==> config.mk <==
export PLATFORM = sky130hd
export DESIGN_NAME = nth_target_cmd
export DESIGN_NICKNAME = d
export VERILOG_FILES = /design/src/nth_pkg.sv /design/src/nth_frame_store.sv /design/src/nth_target_cmd.sv
export VERILOG_INCLUDE_DIRS = /design/src
export SDC_FILE = /design/constraint.sdc
export NUM_CORES = 2
export LEC_CHECK = 0
export BUFFER_PORTS_ARGS = -buffer_cell sky130_fd_sc_hd__buf_4
export CAP_MARGIN = 20
export CORE_ASPECT_RATIO = 1.25
export CORE_UTILIZATION = 40
export CTS_CLUSTER_DIAMETER = 200
export DETAILED_ROUTE_END_ITERATION = 8
export PLACE_DENSITY_LB_ADDON = 0.25
export SLEW_MARGIN = 20
export SYNTH_ARGS = -nofsm -noshare
export SYNTH_HDL_FRONTEND = slang
export SYNTH_HIERARCHICAL = 1
export SYNTH_SLANG_ARGS = --single-unit
==> constraint.sdc <==
create_clock -name i_clk -period 9.7 [get_ports i_clk]
set_input_delay 0.485 -clock i_clk [delete_from_list [all_inputs] [get_ports i_clk]]
set_output_delay 0.485 -clock i_clk [all_outputs]
set_load 0.05 [all_outputs]
==> src/nth_regs.svh <==
// Constants for the target-mode command handler: opcodes, status codes,
// limits, timing and the small register port map.
// Assumes inclusion by bare name from design, checker and bench files.
`ifndef NTH_REGS_SVH
`define NTH_REGS_SVH

// Host command opcodes and their response codes
`define NTH_CMD_GB_LOAD 8'h92
`define NTH_RSP_GB_LOAD 8'h93
`define NTH_CMD_RECEIVE 8'h86
`define NTH_RSP_RECEIVE 8'h87
`define NTH_CMD_SEND 8'h8E
`define NTH_RSP_SEND 8'h8F
`define NTH_CMD_PARTIAL 8'h94
`define NTH_RSP_PARTIAL 8'h95
`define NTH_RSP_UNKNOWN 8'h00

// Status byte values and fields
`define NTH_ST_OK 8'h00
`define NTH_ST_BAD_STATE 8'h25
`define NTH_ST_RELEASED 8'h29
`define NTH_ST_SYNTAX 8'h27
`define NTH_ST_NADDR_BIT 7
`define NTH_ST_MINFO_BIT 6

// Length limits in bytes
`define NTH_GB_MAX 9'h02F
`define NTH_PAYLOAD_MAX 9'h106

// Time extension: multiplier, base wait time in ms, clock in kHz
`define NTH_WTX_MULT 8'h07
`define NTH_WAIT_MS 154
`define NTH_CLK_KHZ 40000

// Register port map
`define NTH_REG_CTRL 2'h0
`define NTH_REG_STATUS 2'h1
`define NTH_CTRL_AUTO_BIT 0
`define NTH_CTRL_EXCL_BIT 1
`define NTH_CTRL_RESET 2'h1
`define NTH_STAT_READY_BIT 0
`define NTH_STAT_HOLD_BIT 1
`define NTH_STAT_BUSY_BIT 2

`endif

==> src/nth_pkg.sv <==
// Types shared by the target-mode command handler.
// Assumes nth_regs.svh is on the include path.
package nth_pkg;
  typedef enum logic [6:0] {
    NTH_S_IDLE = 7'h01,
    NTH_S_FWD = 7'h02,
    NTH_S_DRAIN = 7'h04,
    NTH_S_RXWAIT = 7'h08,
    NTH_S_RESP = 7'h10,
    NTH_S_SPARE1 = 7'h20,
    NTH_S_SPARE2 = 7'h40
  } nth_state_t;
endpackage

==> src/nth_frame_store.sv <==
// Byte store for one received RF frame, held until the host fetches it.
// Assumes writes and reads come from the same clock; read is unclocked.
`timescale 1ns/1ps
module nth_frame_store #(
  parameter int W = 8,
  parameter int DEPTH = 262,
  parameter int AW = 9
) (
  input wire logic i_clk,
  input wire logic i_wr_en,
  input wire logic [AW-1:0] i_wr_addr,
  input wire logic [W-1:0] i_wr_data,
  input wire logic [AW-1:0] i_rd_addr,
  output logic [W-1:0] o_rd_data
);
  logic [W-1:0] mem [DEPTH];

  always_ff @(posedge i_clk) begin
    if (i_wr_en) begin
      mem[i_wr_addr] <= i_wr_data;
    end
  end

  // Out-of-range reads return zero rather than an undefined word
  always_comb begin
    o_rd_data = '0;
    if (i_rd_addr < AW'(DEPTH)) begin
      o_rd_data = mem[i_rd_addr];
    end
  end
endmodule

==> src/nth_target_cmd.sv <==
// Target-mode command handler between the host link and the RF framer.
// Assumes host and RF framer run on i_clk and the host always takes
// response bytes; RF chaining and retries live in the RF framer.
//
// What this block does
// - General bytes longer than 47 are refused with a syntax error; with auto reply set they are drained with status 00.
// - General-bytes load is refused as unsupported in PICC emulation.
// - Auto attribute reply set: reply uses bytes from target init.
// - Auto reply clear: hold reply until loaded bytes arrive, then send.
// - Receive answers code 87, status, then 0 to 262 payload bytes.
// - In DEP the status flags node address and more-information.
// - Receive first acks the host, then waits unbounded for a frame.
// - PICC: after a full frame send wait extension, multiplier 7.
// - After the extension, forward the frame as receive payload.
// - DEP: accept frames early, keep link alive with extensions.
// - PICC: accept blocks early, keep link alive with extensions.
// - Receive outside DEP and PICC returns status 25.
// - Receive after release returns status 29.
// - Send is code 8E with 0 to 262 reply bytes in one frame.
// - Send reply goes to RF; chaining and recovery stay internal.
// - Partial send 94/95 is DEP only; refused in PICC emulation.
// - Partial send marks more-information in the last packet.
// - Exclusive-protocol mode refuses odd frames, restarts anticollision.
//
// The register offsets and the strobed register port were chosen for this implementation.
`timescale 1ns/1ps
`include "nth_regs.svh"
module nth_target_cmd import nth_pkg::*; #(
  parameter int DEPTH = 262,
  parameter int P_WTX_CYCLES = `NTH_WAIT_MS * `NTH_WTX_MULT * `NTH_CLK_KHZ
) (
  input wire logic i_clk,
  input wire logic i_rst_n,
  input wire logic i_cmd_valid,
  input wire logic [7:0] i_cmd_byte,
  input wire logic i_cmd_last,
  output logic o_host_valid,
  output logic [7:0] o_host_byte,
  output logic o_host_last,
  output logic o_host_ack,
  input wire logic i_dep_active,
  input wire logic i_picc_active,
  input wire logic i_released,
  input wire logic i_atr_pending,
  input wire logic i_rf_rx_valid,
  input wire logic [7:0] i_rf_rx_byte,
  input wire logic i_rf_rx_last,
  input wire logic i_rf_rx_naddr,
  input wire logic i_rf_rx_minfo,
  input wire logic i_rf_prop_frame,
  output logic o_rf_tx_valid,
  output logic [7:0] o_rf_tx_byte,
  output logic o_rf_tx_gb,
  output logic o_rf_tx_end,
  output logic o_rf_tx_more,
  output logic o_rf_tx_abort,
  output logic o_atr_send,
  output logic o_atr_hold,
  output logic o_wtx_req,
  output logic [7:0] o_wtx_mult,
  output logic o_anticoll_restart,
  input wire logic [1:0] i_reg_addr,
  input wire logic [15:0] i_reg_wdata,
  input wire logic i_reg_wr,
  input wire logic i_reg_rd,
  output logic [15:0] o_reg_rdata
);
  // ==========================================================
  // State
  // ==========================================================
  nth_state_t state_reg, state_next;
  logic [7:0] rsp_reg, rsp_next;
  logic [7:0] st_reg, st_next;
  logic [8:0] cnt_reg, cnt_next;
  logic [8:0] pay_reg, pay_next;
  logic gb_reg, gb_next;
  logic more_reg, more_next;
  logic rxcmd_reg, rxcmd_next;
  logic hv_reg, hv_next, hl_reg, hl_next, ack_reg, ack_next;
  logic [7:0] hb_reg, hb_next;
  logic tv_reg, tv_next, tgb_reg, tgb_next, te_reg, te_next;
  logic tm_reg, tm_next, ta_reg, ta_next, as_reg, as_next;
  logic [7:0] tb_reg, tb_next;
  logic hold_reg, hold_next, ac_reg, ac_next;
  logic [8:0] wa_reg, wa_next, flen_reg, flen_next;
  logic rdy_reg, rdy_next, naddr_reg, naddr_next, minfo_reg, minfo_next;
  logic wtx_reg, wtx_next;
  logic [31:0] tmr_reg, tmr_next;
  logic [1:0] ctrl_reg, ctrl_next;
  logic [15:0] rd_reg, rd_next;
  logic mem_wr;
  logic [8:0] mem_ra;
  logic [7:0] mem_rd;
  logic auto_f, excl_f, proto_ok;
  logic [8:0] lim;

  assign auto_f = ctrl_reg[`NTH_CTRL_AUTO_BIT];
  assign excl_f = ctrl_reg[`NTH_CTRL_EXCL_BIT];
  assign proto_ok = i_dep_active | i_picc_active;

  nth_frame_store #(.W(8), .DEPTH(DEPTH), .AW(9)) u_store (
    .i_clk(i_clk),
    .i_wr_en(mem_wr),
    .i_wr_addr(wa_reg),
    .i_wr_data(i_rf_rx_byte),
    .i_rd_addr(mem_ra),
    .o_rd_data(mem_rd)
  );

  // ==========================================================
  // RF receive capture and keep-alive
  // ==========================================================
  // A held frame blocks new capture, so an unread frame is never
  // overwritten; the initiator is kept waiting by extensions instead.
  always_comb begin
    wa_next = wa_reg;
    flen_next = flen_reg;
    rdy_next = rdy_reg;
    naddr_next = naddr_reg;
    minfo_next = minfo_reg;
    wtx_next = 1'b0;
    tmr_next = tmr_reg;
    ac_next = 1'b0;
    mem_wr = 1'b0;
    if (i_rf_prop_frame && excl_f) begin
      ac_next = 1'b1;
    end
    if (state_reg == NTH_S_RESP && rxcmd_reg && hv_reg && hl_reg) begin
      rdy_next = 1'b0;
    end
    if (i_rf_rx_valid && !rdy_reg && !i_rf_prop_frame) begin
      mem_wr = (wa_reg < 9'(DEPTH));
      wa_next = wa_reg + 9'h001;
      if (i_rf_rx_last) begin
        rdy_next = 1'b1;
        flen_next = mem_wr ? wa_reg + 9'h001 : wa_reg;
        wa_next = 9'h000;
        naddr_next = i_rf_rx_naddr;
        minfo_next = i_rf_rx_minfo;
        wtx_next = proto_ok;
        tmr_next = 32'(P_WTX_CYCLES - 1);
      end
    end else if (rdy_reg) begin
      if (tmr_reg == 32'h0000_0000) begin
        wtx_next = proto_ok;
        tmr_next = 32'(P_WTX_CYCLES - 1);
      end else begin
        tmr_next = tmr_reg - 32'h0000_0001;
      end
    end
  end

  // ==========================================================
  // Command sequencer
  // ==========================================================
  always_comb begin
    state_next = state_reg;
    rsp_next = rsp_reg;
    st_next = st_reg;
    cnt_next = cnt_reg;
    pay_next = pay_reg;
    gb_next = gb_reg;
    more_next = more_reg;
    rxcmd_next = rxcmd_reg;
    hv_next = 1'b0;
    hb_next = hb_reg;
    hl_next = 1'b0;
    ack_next = 1'b0;
    tv_next = 1'b0;
    tb_next = tb_reg;
    tgb_next = tgb_reg;
    te_next = 1'b0;
    tm_next = tm_reg;
    ta_next = 1'b0;
    as_next = 1'b0;
    mem_ra = 9'h000;
    lim = gb_reg ? `NTH_GB_MAX : `NTH_PAYLOAD_MAX;
    hold_next = i_atr_pending && !auto_f;
    unique case (state_reg)
      NTH_S_IDLE: begin
        if (i_cmd_valid) begin
          cnt_next = 9'h000;
          pay_next = 9'h000;
          rxcmd_next = 1'b0;
          st_next = `NTH_ST_OK;
          state_next = i_cmd_last ? NTH_S_RESP : NTH_S_DRAIN;
          case (i_cmd_byte)
            `NTH_CMD_GB_LOAD: begin
              rsp_next = `NTH_RSP_GB_LOAD;
              gb_next = 1'b1;
              more_next = 1'b0;
              if (i_picc_active) begin
                st_next = `NTH_ST_SYNTAX;
              end else if (!i_atr_pending) begin
                st_next = `NTH_ST_BAD_STATE;
              end else if (auto_f) begin
                st_next = `NTH_ST_OK;
              end else if (i_cmd_last) begin
                as_next = 1'b1;
              end else begin
                state_next = NTH_S_FWD;
              end
            end
            `NTH_CMD_RECEIVE: begin
              rsp_next = `NTH_RSP_RECEIVE;
              if (i_released) begin
                st_next = `NTH_ST_RELEASED;
              end else if (!proto_ok) begin
                st_next = `NTH_ST_BAD_STATE;
              end else begin
                ack_next = 1'b1;
                rxcmd_next = 1'b1;
                state_next = NTH_S_RXWAIT;
              end
            end
            `NTH_CMD_SEND, `NTH_CMD_PARTIAL: begin
              gb_next = 1'b0;
              more_next = (i_cmd_byte == `NTH_CMD_PARTIAL);
              rsp_next = more_next ? `NTH_RSP_PARTIAL : `NTH_RSP_SEND;
              if (more_next && i_picc_active) begin
                st_next = `NTH_ST_SYNTAX;
              end else if (i_released) begin
                st_next = `NTH_ST_RELEASED;
              end else if (!(more_next ? i_dep_active : proto_ok)) begin
                st_next = `NTH_ST_BAD_STATE;
              end else if (i_cmd_last) begin
                te_next = 1'b1;
                tm_next = more_next;
                tgb_next = 1'b0;
              end else begin
                state_next = NTH_S_FWD;
              end
            end
            default: begin
              rsp_next = `NTH_RSP_UNKNOWN;
              st_next = `NTH_ST_SYNTAX;
            end
          endcase
        end
      end
      NTH_S_FWD: begin
        // Bytes stream straight to the RF framer; an overlong array is
        // cut with an abort once the bytes up to the limit have already gone out.
        if (i_cmd_valid) begin
          cnt_next = cnt_reg + 9'h001;
          if (cnt_reg == lim) begin
            ta_next = 1'b1;
            cnt_next = 9'h000;
            st_next = `NTH_ST_SYNTAX;
            state_next = i_cmd_last ? NTH_S_RESP : NTH_S_DRAIN;
          end else begin
            tv_next = 1'b1;
            tb_next = i_cmd_byte;
            tgb_next = gb_reg;
            if (i_cmd_last) begin
              cnt_next = 9'h000;
              as_next = gb_reg;
              te_next = !gb_reg;
              tm_next = more_reg;
              state_next = NTH_S_RESP;
            end
          end
        end
      end
      NTH_S_DRAIN: begin
        if (i_cmd_valid && i_cmd_last) begin
          state_next = NTH_S_RESP;
        end
      end
      NTH_S_RXWAIT: begin
        // Waits with no limit; the host owns any timeout
        if (rdy_reg && !wtx_reg) begin
          pay_next = flen_reg;
          st_next = `NTH_ST_OK;
          if (i_dep_active) begin
            st_next[`NTH_ST_NADDR_BIT] = naddr_reg;
            st_next[`NTH_ST_MINFO_BIT] = minfo_reg;
          end
          state_next = NTH_S_RESP;
        end
      end
      NTH_S_RESP: begin
        hv_next = !(hv_reg && hl_reg);
        if (cnt_reg >= 9'h002) begin
          mem_ra = cnt_reg - 9'h002;
        end
        if (cnt_reg == 9'h000) begin
          hb_next = rsp_reg;
        end else if (cnt_reg == 9'h001) begin
          hb_next = st_reg;
          hl_next = (pay_reg == 9'h000);
        end else begin
          hb_next = mem_rd;
          hl_next = (cnt_reg == pay_reg + 9'h001);
        end
        cnt_next = cnt_reg + 9'h001;
        if (hv_reg && hl_reg) begin
          hv_next = 1'b0;
          hl_next = 1'b0;
          cnt_next = 9'h000;
          rxcmd_next = 1'b0;
          state_next = NTH_S_IDLE;
        end
      end
      default: begin
        state_next = NTH_S_IDLE;
      end
    endcase
  end

  // ==========================================================
  // Register port
  // ==========================================================
  always_comb begin
    ctrl_next = ctrl_reg;
    rd_next = 16'h0000;
    if (i_reg_wr && i_reg_addr == `NTH_REG_CTRL) begin
      ctrl_next = i_reg_wdata[1:0];
    end
    if (i_reg_rd) begin
      if (i_reg_addr == `NTH_REG_CTRL) begin
        rd_next = {14'h0000, ctrl_reg};
      end else if (i_reg_addr == `NTH_REG_STATUS) begin
        rd_next = {st_reg, 5'h00, state_reg != NTH_S_IDLE, hold_reg,
                   rdy_reg};
      end
    end
  end

  always_ff @(posedge i_clk) begin
    if (!i_rst_n) begin
      state_reg <= NTH_S_IDLE;
      rsp_reg <= 8'h00;
      st_reg <= 8'h00;
      cnt_reg <= 9'h000;
      pay_reg <= 9'h000;
      gb_reg <= 1'b0;
      more_reg <= 1'b0;
      rxcmd_reg <= 1'b0;
      hv_reg <= 1'b0;
      hb_reg <= 8'h00;
      hl_reg <= 1'b0;
      ack_reg <= 1'b0;
      tv_reg <= 1'b0;
      tb_reg <= 8'h00;
      tgb_reg <= 1'b0;
      te_reg <= 1'b0;
      tm_reg <= 1'b0;
      ta_reg <= 1'b0;
      as_reg <= 1'b0;
      hold_reg <= 1'b0;
      ac_reg <= 1'b0;
      wa_reg <= 9'h000;
      flen_reg <= 9'h000;
      rdy_reg <= 1'b0;
      naddr_reg <= 1'b0;
      minfo_reg <= 1'b0;
      wtx_reg <= 1'b0;
      tmr_reg <= 32'h0000_0000;
      ctrl_reg <= `NTH_CTRL_RESET;
      rd_reg <= 16'h0000;
    end else begin
      state_reg <= state_next;
      rsp_reg <= rsp_next;
      st_reg <= st_next;
      cnt_reg <= cnt_next;
      pay_reg <= pay_next;
      gb_reg <= gb_next;
      more_reg <= more_next;
      rxcmd_reg <= rxcmd_next;
      hv_reg <= hv_next;
      hb_reg <= hb_next;
      hl_reg <= hl_next;
      ack_reg <= ack_next;
      tv_reg <= tv_next;
      tb_reg <= tb_next;
      tgb_reg <= tgb_next;
      te_reg <= te_next;
      tm_reg <= tm_next;
      ta_reg <= ta_next;
      as_reg <= as_next;
      hold_reg <= hold_next;
      ac_reg <= ac_next;
      wa_reg <= wa_next;
      flen_reg <= flen_next;
      rdy_reg <= rdy_next;
      naddr_reg <= naddr_next;
      minfo_reg <= minfo_next;
      wtx_reg <= wtx_next;
      tmr_reg <= tmr_next;
      ctrl_reg <= ctrl_next;
      rd_reg <= rd_next;
    end
  end

  assign o_host_valid = hv_reg;
  assign o_host_byte = hb_reg;
  assign o_host_last = hl_reg;
  assign o_host_ack = ack_reg;
  assign o_rf_tx_valid = tv_reg;
  assign o_rf_tx_byte = tb_reg;
  assign o_rf_tx_gb = tgb_reg;
  assign o_rf_tx_end = te_reg;
  assign o_rf_tx_more = tm_reg;
  assign o_rf_tx_abort = ta_reg;
  assign o_atr_send = as_reg;
  assign o_atr_hold = hold_reg;
  assign o_wtx_req = wtx_reg;
  assign o_wtx_mult = `NTH_WTX_MULT;
  assign o_anticoll_restart = ac_reg;
  assign o_reg_rdata = rd_reg;
endmodule

# [Word-level counts from Yosys, hierarchy flattened]
# Memories as Yosys holds them, arrays and structs flattened.
# Cells that the tools add are included.
[word_totals] register_bits=143 latchBits=0 mem_bits_rw=2096 mem_bits_ro=0 in_bits=49 out_inout_bits=52 word_cells=243 n_memories=1
[memory_table] memory="u_store.mem" depth=262 word_bits=8 read_ports=1 rd_clocked_by_memory_dff=0 wr=1 line="nth_frame_store.sv:16" source="logic [W-1:0] mem [DEPTH];"
[op_classes] n_addsub=5 multipliers=0 div_mod_pow=0 magnitude_cmp=3 eq_ne=29 shift=0 n_mux=118 n_bitwise=6 n_reduce_logical=49
[op_table] cell="$mux 32" n=4
[op_table] cell="$mux 9" n=11
[op_table] cell="$pmux 8 s3" n=3
[op_table] cell="$mux 7" n=10
[op_table] cell="$mux 8" n=7
[op_table] cell="$mux 1" n=54
[op_table] cell="$mux 6" n=7
[op_table] cell="$mux 5" n=8
[op_table] cell="$pmux 7 s5" n=1
[op_table] cell="$eq 8x8->1 const B" n=4
[op_table] cell="$logic_not 32->1" n=1
[op_table] cell="$sub 32x1->32 const B" n=1
[op_table] cell="$add 9x1->9 const B" n=3
[op_table] cell="$pmux 9 s3" n=1
[op_table] cell="$ne 2x2->1 const B" n=12
[op_table] cell="$pmux 7 s3" n=1
[op_table] cell="$reduce_and 3->1" n=7
[op_table] cell="$eq 9x9->1" n=2
[op_table] cell="$logic_not 9->1" n=2
[op_table] cell="$lt 9x9->1 const B" n=2
[op_table] cell="$pmux 9 s2" n=1
[op_table] cell="$pmux 1 s2" n=7
[op_table] cell="$logic_and 1x1->1" n=12
[op_table] cell="$reduce_and 10->1" n=1
[op_table] cell="26 further kinds" n=48

# [Longest topological paths before layout]
[depth] word_depth=8 mapped_depth=24 ltp_nobuf=17

# [Modules after synthesis]
# The synthesis kept the hierarchy.
[modules_own_cells] module="nth_frame_store" n_inst=1 cells_per_inst=3808 area_each_um2=81705.9
[modules_own_cells] module="nth_target_cmd" n_inst=1 cells_per_inst=804 area_each_um2=6643.9

# [Worst setup path after synthesis]
# Ideal clock, no wire load.
[synth_path] kind="register to register" start="register state_reg[1]" end="register hb_reg[7] (netlist: o_host_byte[7])" setup_ns=0.128 arrival_time_ns=4.066 t_required_ns=9.572 slack_ns=5.507 path_stages_with_launch=19 period_less_slack_ns=4.193 path_cell_list="dfxtp_1 -> clkbuf_1 -> or3_1 -> nor3b_2 -> nand2_1 -> nor2_1 -> buf_6 -> buf_12 -> buf_6 -> buf_2 -> mux4_2 -> a22oi_1 -> a21oi_1 -> o31a_1 -> a211o_1 -> mux2i_1 -> a21oi_1 -> a21oi_1 -> nor2_1"
[synth_via] elab_chain_cells=6
[synth_lines] item="from (decl)" line="nth_target_cmd.sv:71" source="nth_state_t state_reg, state_next;"
[synth_lines] item="from (signal assigned)" line="nth_target_cmd.sv:363" source="state_reg <= state_next;"
[synth_lines] item="$eq 7x5->1 *" line="nth_target_cmd.sv:179" source="unique case (state_reg)"
[synth_lines] item="$mux 9 *" line="nth_target_cmd.sv:179"
[synth_lines] item="named net mem_ra[0]" line="nth_target_cmd.sv:92" source="logic [8:0] mem_ra;"
[synth_lines] item="$mem_v2 262x8 or $lt 9x9->1 (tied branches)"
[synth_lines] item="$mux 8 *" line="nth_frame_store.sv:27" source="if (i_rd_addr < AW'(DEPTH)) begin"
[synth_lines] item="named net mem_rd[7]" line="nth_target_cmd.sv:93" source="logic [7:0] mem_rd;"
[synth_lines] item="$mux 8 *" line="nth_target_cmd.sv:289" source="end else if (cnt_reg == 9'h001) begin"
[synth_lines] item="$mux 8 *" line="nth_target_cmd.sv:287" source="if (cnt_reg == 9'h000) begin"
[synth_lines] item="to (signal assigned)" line="nth_target_cmd.sv:372" source="hb_reg <= hb_next;"
[synth_lines] item="to (decl)" line="nth_target_cmd.sv:80" source="logic [7:0] hb_reg, hb_next;"
# The timed path passes the listed nets; every way through them passes the cells marked *.
# A chain may end at the register's enable or synchronous reset.

# [Final worst setup path]
[layout_path] start="register state_reg[1]" end="register hb_reg[1] (netlist: o_host_byte[1])"
# The elaborated chain is that of the path after synthesis.

==> flow_summary.ini <==
[outcome]
status = complete, no violations

[setup_path]
cp-start-kind = flip-flop
worstPathRequired_ns = 10.42
crit_fanout = 42
cp_data_arrival_time_ns = 7.34
path_class = flip-flop to flip-flop
cp-end-kind = flip-flop

[layout]
layout.nets = 4799
seqCellArea_sq_um = 65500
largest_reg_flops = 2096
drive_above_1_share = 0.208
fill_cells = 18600
final_util = 0.450
stdcell_area_sq_um = 98600
areaGrowthSynthToFinish_pct = 11.6
multi_input_area_sq_um = 21200

[detailed_routing]
wl_per_cell_microns = 30.4
vias = 45700
drtAntennaViolNets = 0
drt_iter0_drc = 4611
post-route-drc-count = 0
dr.pass1.iters = 5
drt-total-wl_microns = 238000
viasPerCell = 5.85

[timing]
finalSetupTns_ns = 0
skew_ns = 0.0363
post-route-period-util = 0.682
relSlewSlack = 0.187
layout_min_cycle_time_ns = 6.62
slew_viol_final = 0
hold_viol = 0
setup_violations = 0
whs_ns = 0.0631
fmax_ghz = 0.151
tightest_slew_ns = 1.22
rsz0062_at_grt = false

[clock_tree]
cts_tree = built
clockBufferDepth = 4
htree_levels = 4
clk_pin_slew_ns = 0.06
numCtsBuffers = 213
clock_sinks = 2225
clockRootBuffer = clkbuf_16
clock_latency_ns = 0.88

[place]
gp_congestion = 0.901
placed_area_sq_um = 91800
port_buffers = 72
hpwl_microns = 142000

[grt]
grt_antenna_before_repair = 5
grt_max_degree = 164
first_global_vias = 45600
overflow = 0
grt_pass1_wl_microns = 340000
grt_util_all_layers = 0.212

[synthesis]
yosys-top-cells-area = edfxtp_1 71%, mux4_2 13%, dfxtp_1 2.9%
syn_inst = 4612
synth_area_sq_um = 88300
synthFlopType = edfxtp_1
yosysMostFrequentCell = edfxtp_1
yosysTopAreaCell = edfxtp_1
synth_edf_count = 2096
postSynthRegisterBits = 2225
yosysWarnings = 6
async_flop_share = 0
netlist.area_leader.share = 0.712
netlist-cell-type-count = 91
yosysSeqAreaShare = 0.742
avgSynthCellArea_sq_um = 19.2
yosys-top-cells-count = 2,096 x edfxtp_1, 516 x mux4_2, 431 x nor2_1

[power_and_ir_drop]
switching_power_mw = 4.05
clkPwrFrac = 0.412
switching_share = 0.211
power_frac_seq = 0.554
p_leak_nw = 29.7
internal_power_mw = 15.1
ir_drop_mv = 0.128
powerDensity_nw_per_um2 = 195
total_power_mw = 19.2
comb_power_share = 0.035

[die]
std_cell_rows = 192
start_util = 0.403
core_area_sq_um = 219000
die_x_microns = 422
io_pins = 101
die_area_sq_um = 223000
die_y_microns = 527

[hold_path]
hold_path.class = input pin to flip-flop

[run]
maxCapViolCount = 0
==> final timing paths <==
path / start / to / slack (ns) / cells after the start
setup / recovery: state_reg[1]$_SDFFE_PN0P_ / o_host_byte[1]$_SDFFE_PN0N_ / 3.08 / 16
hold / removal: i_picc_active / st_reg[1]$_SDFFE_PN0P_ / 0.06 / 3
setup reg to reg: state_reg[1]$_SDFFE_PN0P_ / o_host_byte[1]$_SDFFE_PN0N_ / 3.08 / 16
hold reg to reg: o_rf_tx_more$_SDFFE_PN0P_ / o_rf_tx_more$_SDFFE_PN0P_ / 0.47 / 1
==> layout by cell type (no fill, tap or decap), types with 42 or more instances in the layout <==
cell       synthesis  layout
nor2_1           431     421
a22oi_1           47      47
mux4_2           516     516
a21oi_1          109     109
nand2_1          169     156
edfxtp_1        2096    2096
mux2i_1          162     162
nor3_1            52      52
o21ai_0           79      79
clkbuf_1         120      42
clkbuf_16          0     215
clkinv_1           0      54
dfxtp_1          129     129
buf_4             42     135
o221ai_1          46      46
nand3_1           54      50
==> worst max-delay path: stages, from the launching register on <==
cell and delay (ns):
dfxtp_1 0.39, or3_1 0.44, nor3b_2 0.64, nand2_1 0.61
nor2_4 0.59, buf_4 0.34, nand2b_2 0.16, buf_4 0.74
o221ai_1 0.36, a21oi_1 0.23, nor3_1 0.08, o21ai_0 0.90
a41oi_1 0.43, nor2_1 0.24, o21ai_0 0.09, o21ai_0 0.10
o21ai_0 0.11
==> through the flow <==
stage          std cells  worst slack, ns
2_1_floorplan       4624             5.51
3_5_place_dp        7406             3.06
4_1_cts             7803             3.02
3_3_place_gp        7406             3.08
5_1_grt             7806             2.59
6_report            7807             3.08
==> what timing repair did <==
item                                    CTS  global route
resized for setup                         0             0
setup buffers                             0             0
hold endpoints to repair                 29             0
endpoints found under the setup margin    0             0
hold buffers                             26             0
==> cell type report <==
type | count | area share
Inverter | 25 | 0.00103
Multi-Input combinational cell | 2090 | 0.215
Antenna cell | 2 | 0.0000508
Clock buffer | 257 | 0.0562
Clock inverter | 114 | 0.00907
Tap cell | 2910 | 0.0369
Sequential cell | 2225 | 0.665
Timing Repair Buffer | 184 | 0.0171
==> power by group through the flow <==
stage	clock (mW)	combinational, mW	sequential, mW
after floorplan	0	0.371	10.8
after global placement	0	0.635	10.8
after detailed placement	0	0.654	10.8
after CTS	8.05	0.664	10.6
after global routing	8.38	0.723	10.6
final	7.90	0.663	10.6
==> routing by layer <==
metal	vias up	routed length, microns	global-route usage
met3	457	16100	0.0340
met4	0	11300	0.0904
li1	19000	-	-
met1	24400	93900	0.278
met2	1746	116000	0.349
met5	-	0	0
==> kinds of logic after synthesis <==
kind of cell	count (synthesis)	synth area share
other cells	2	0.0000850
fa+ha+maj	11	0.00156
compound gates	457	0.0346
mux	686	0.151
buf+inv	309	0.0204
xor+xnor	51	0.00506
flops	2225	0.742
simple gates	871	0.0457
No activity file was read; power rests on OpenSTA's default activity.
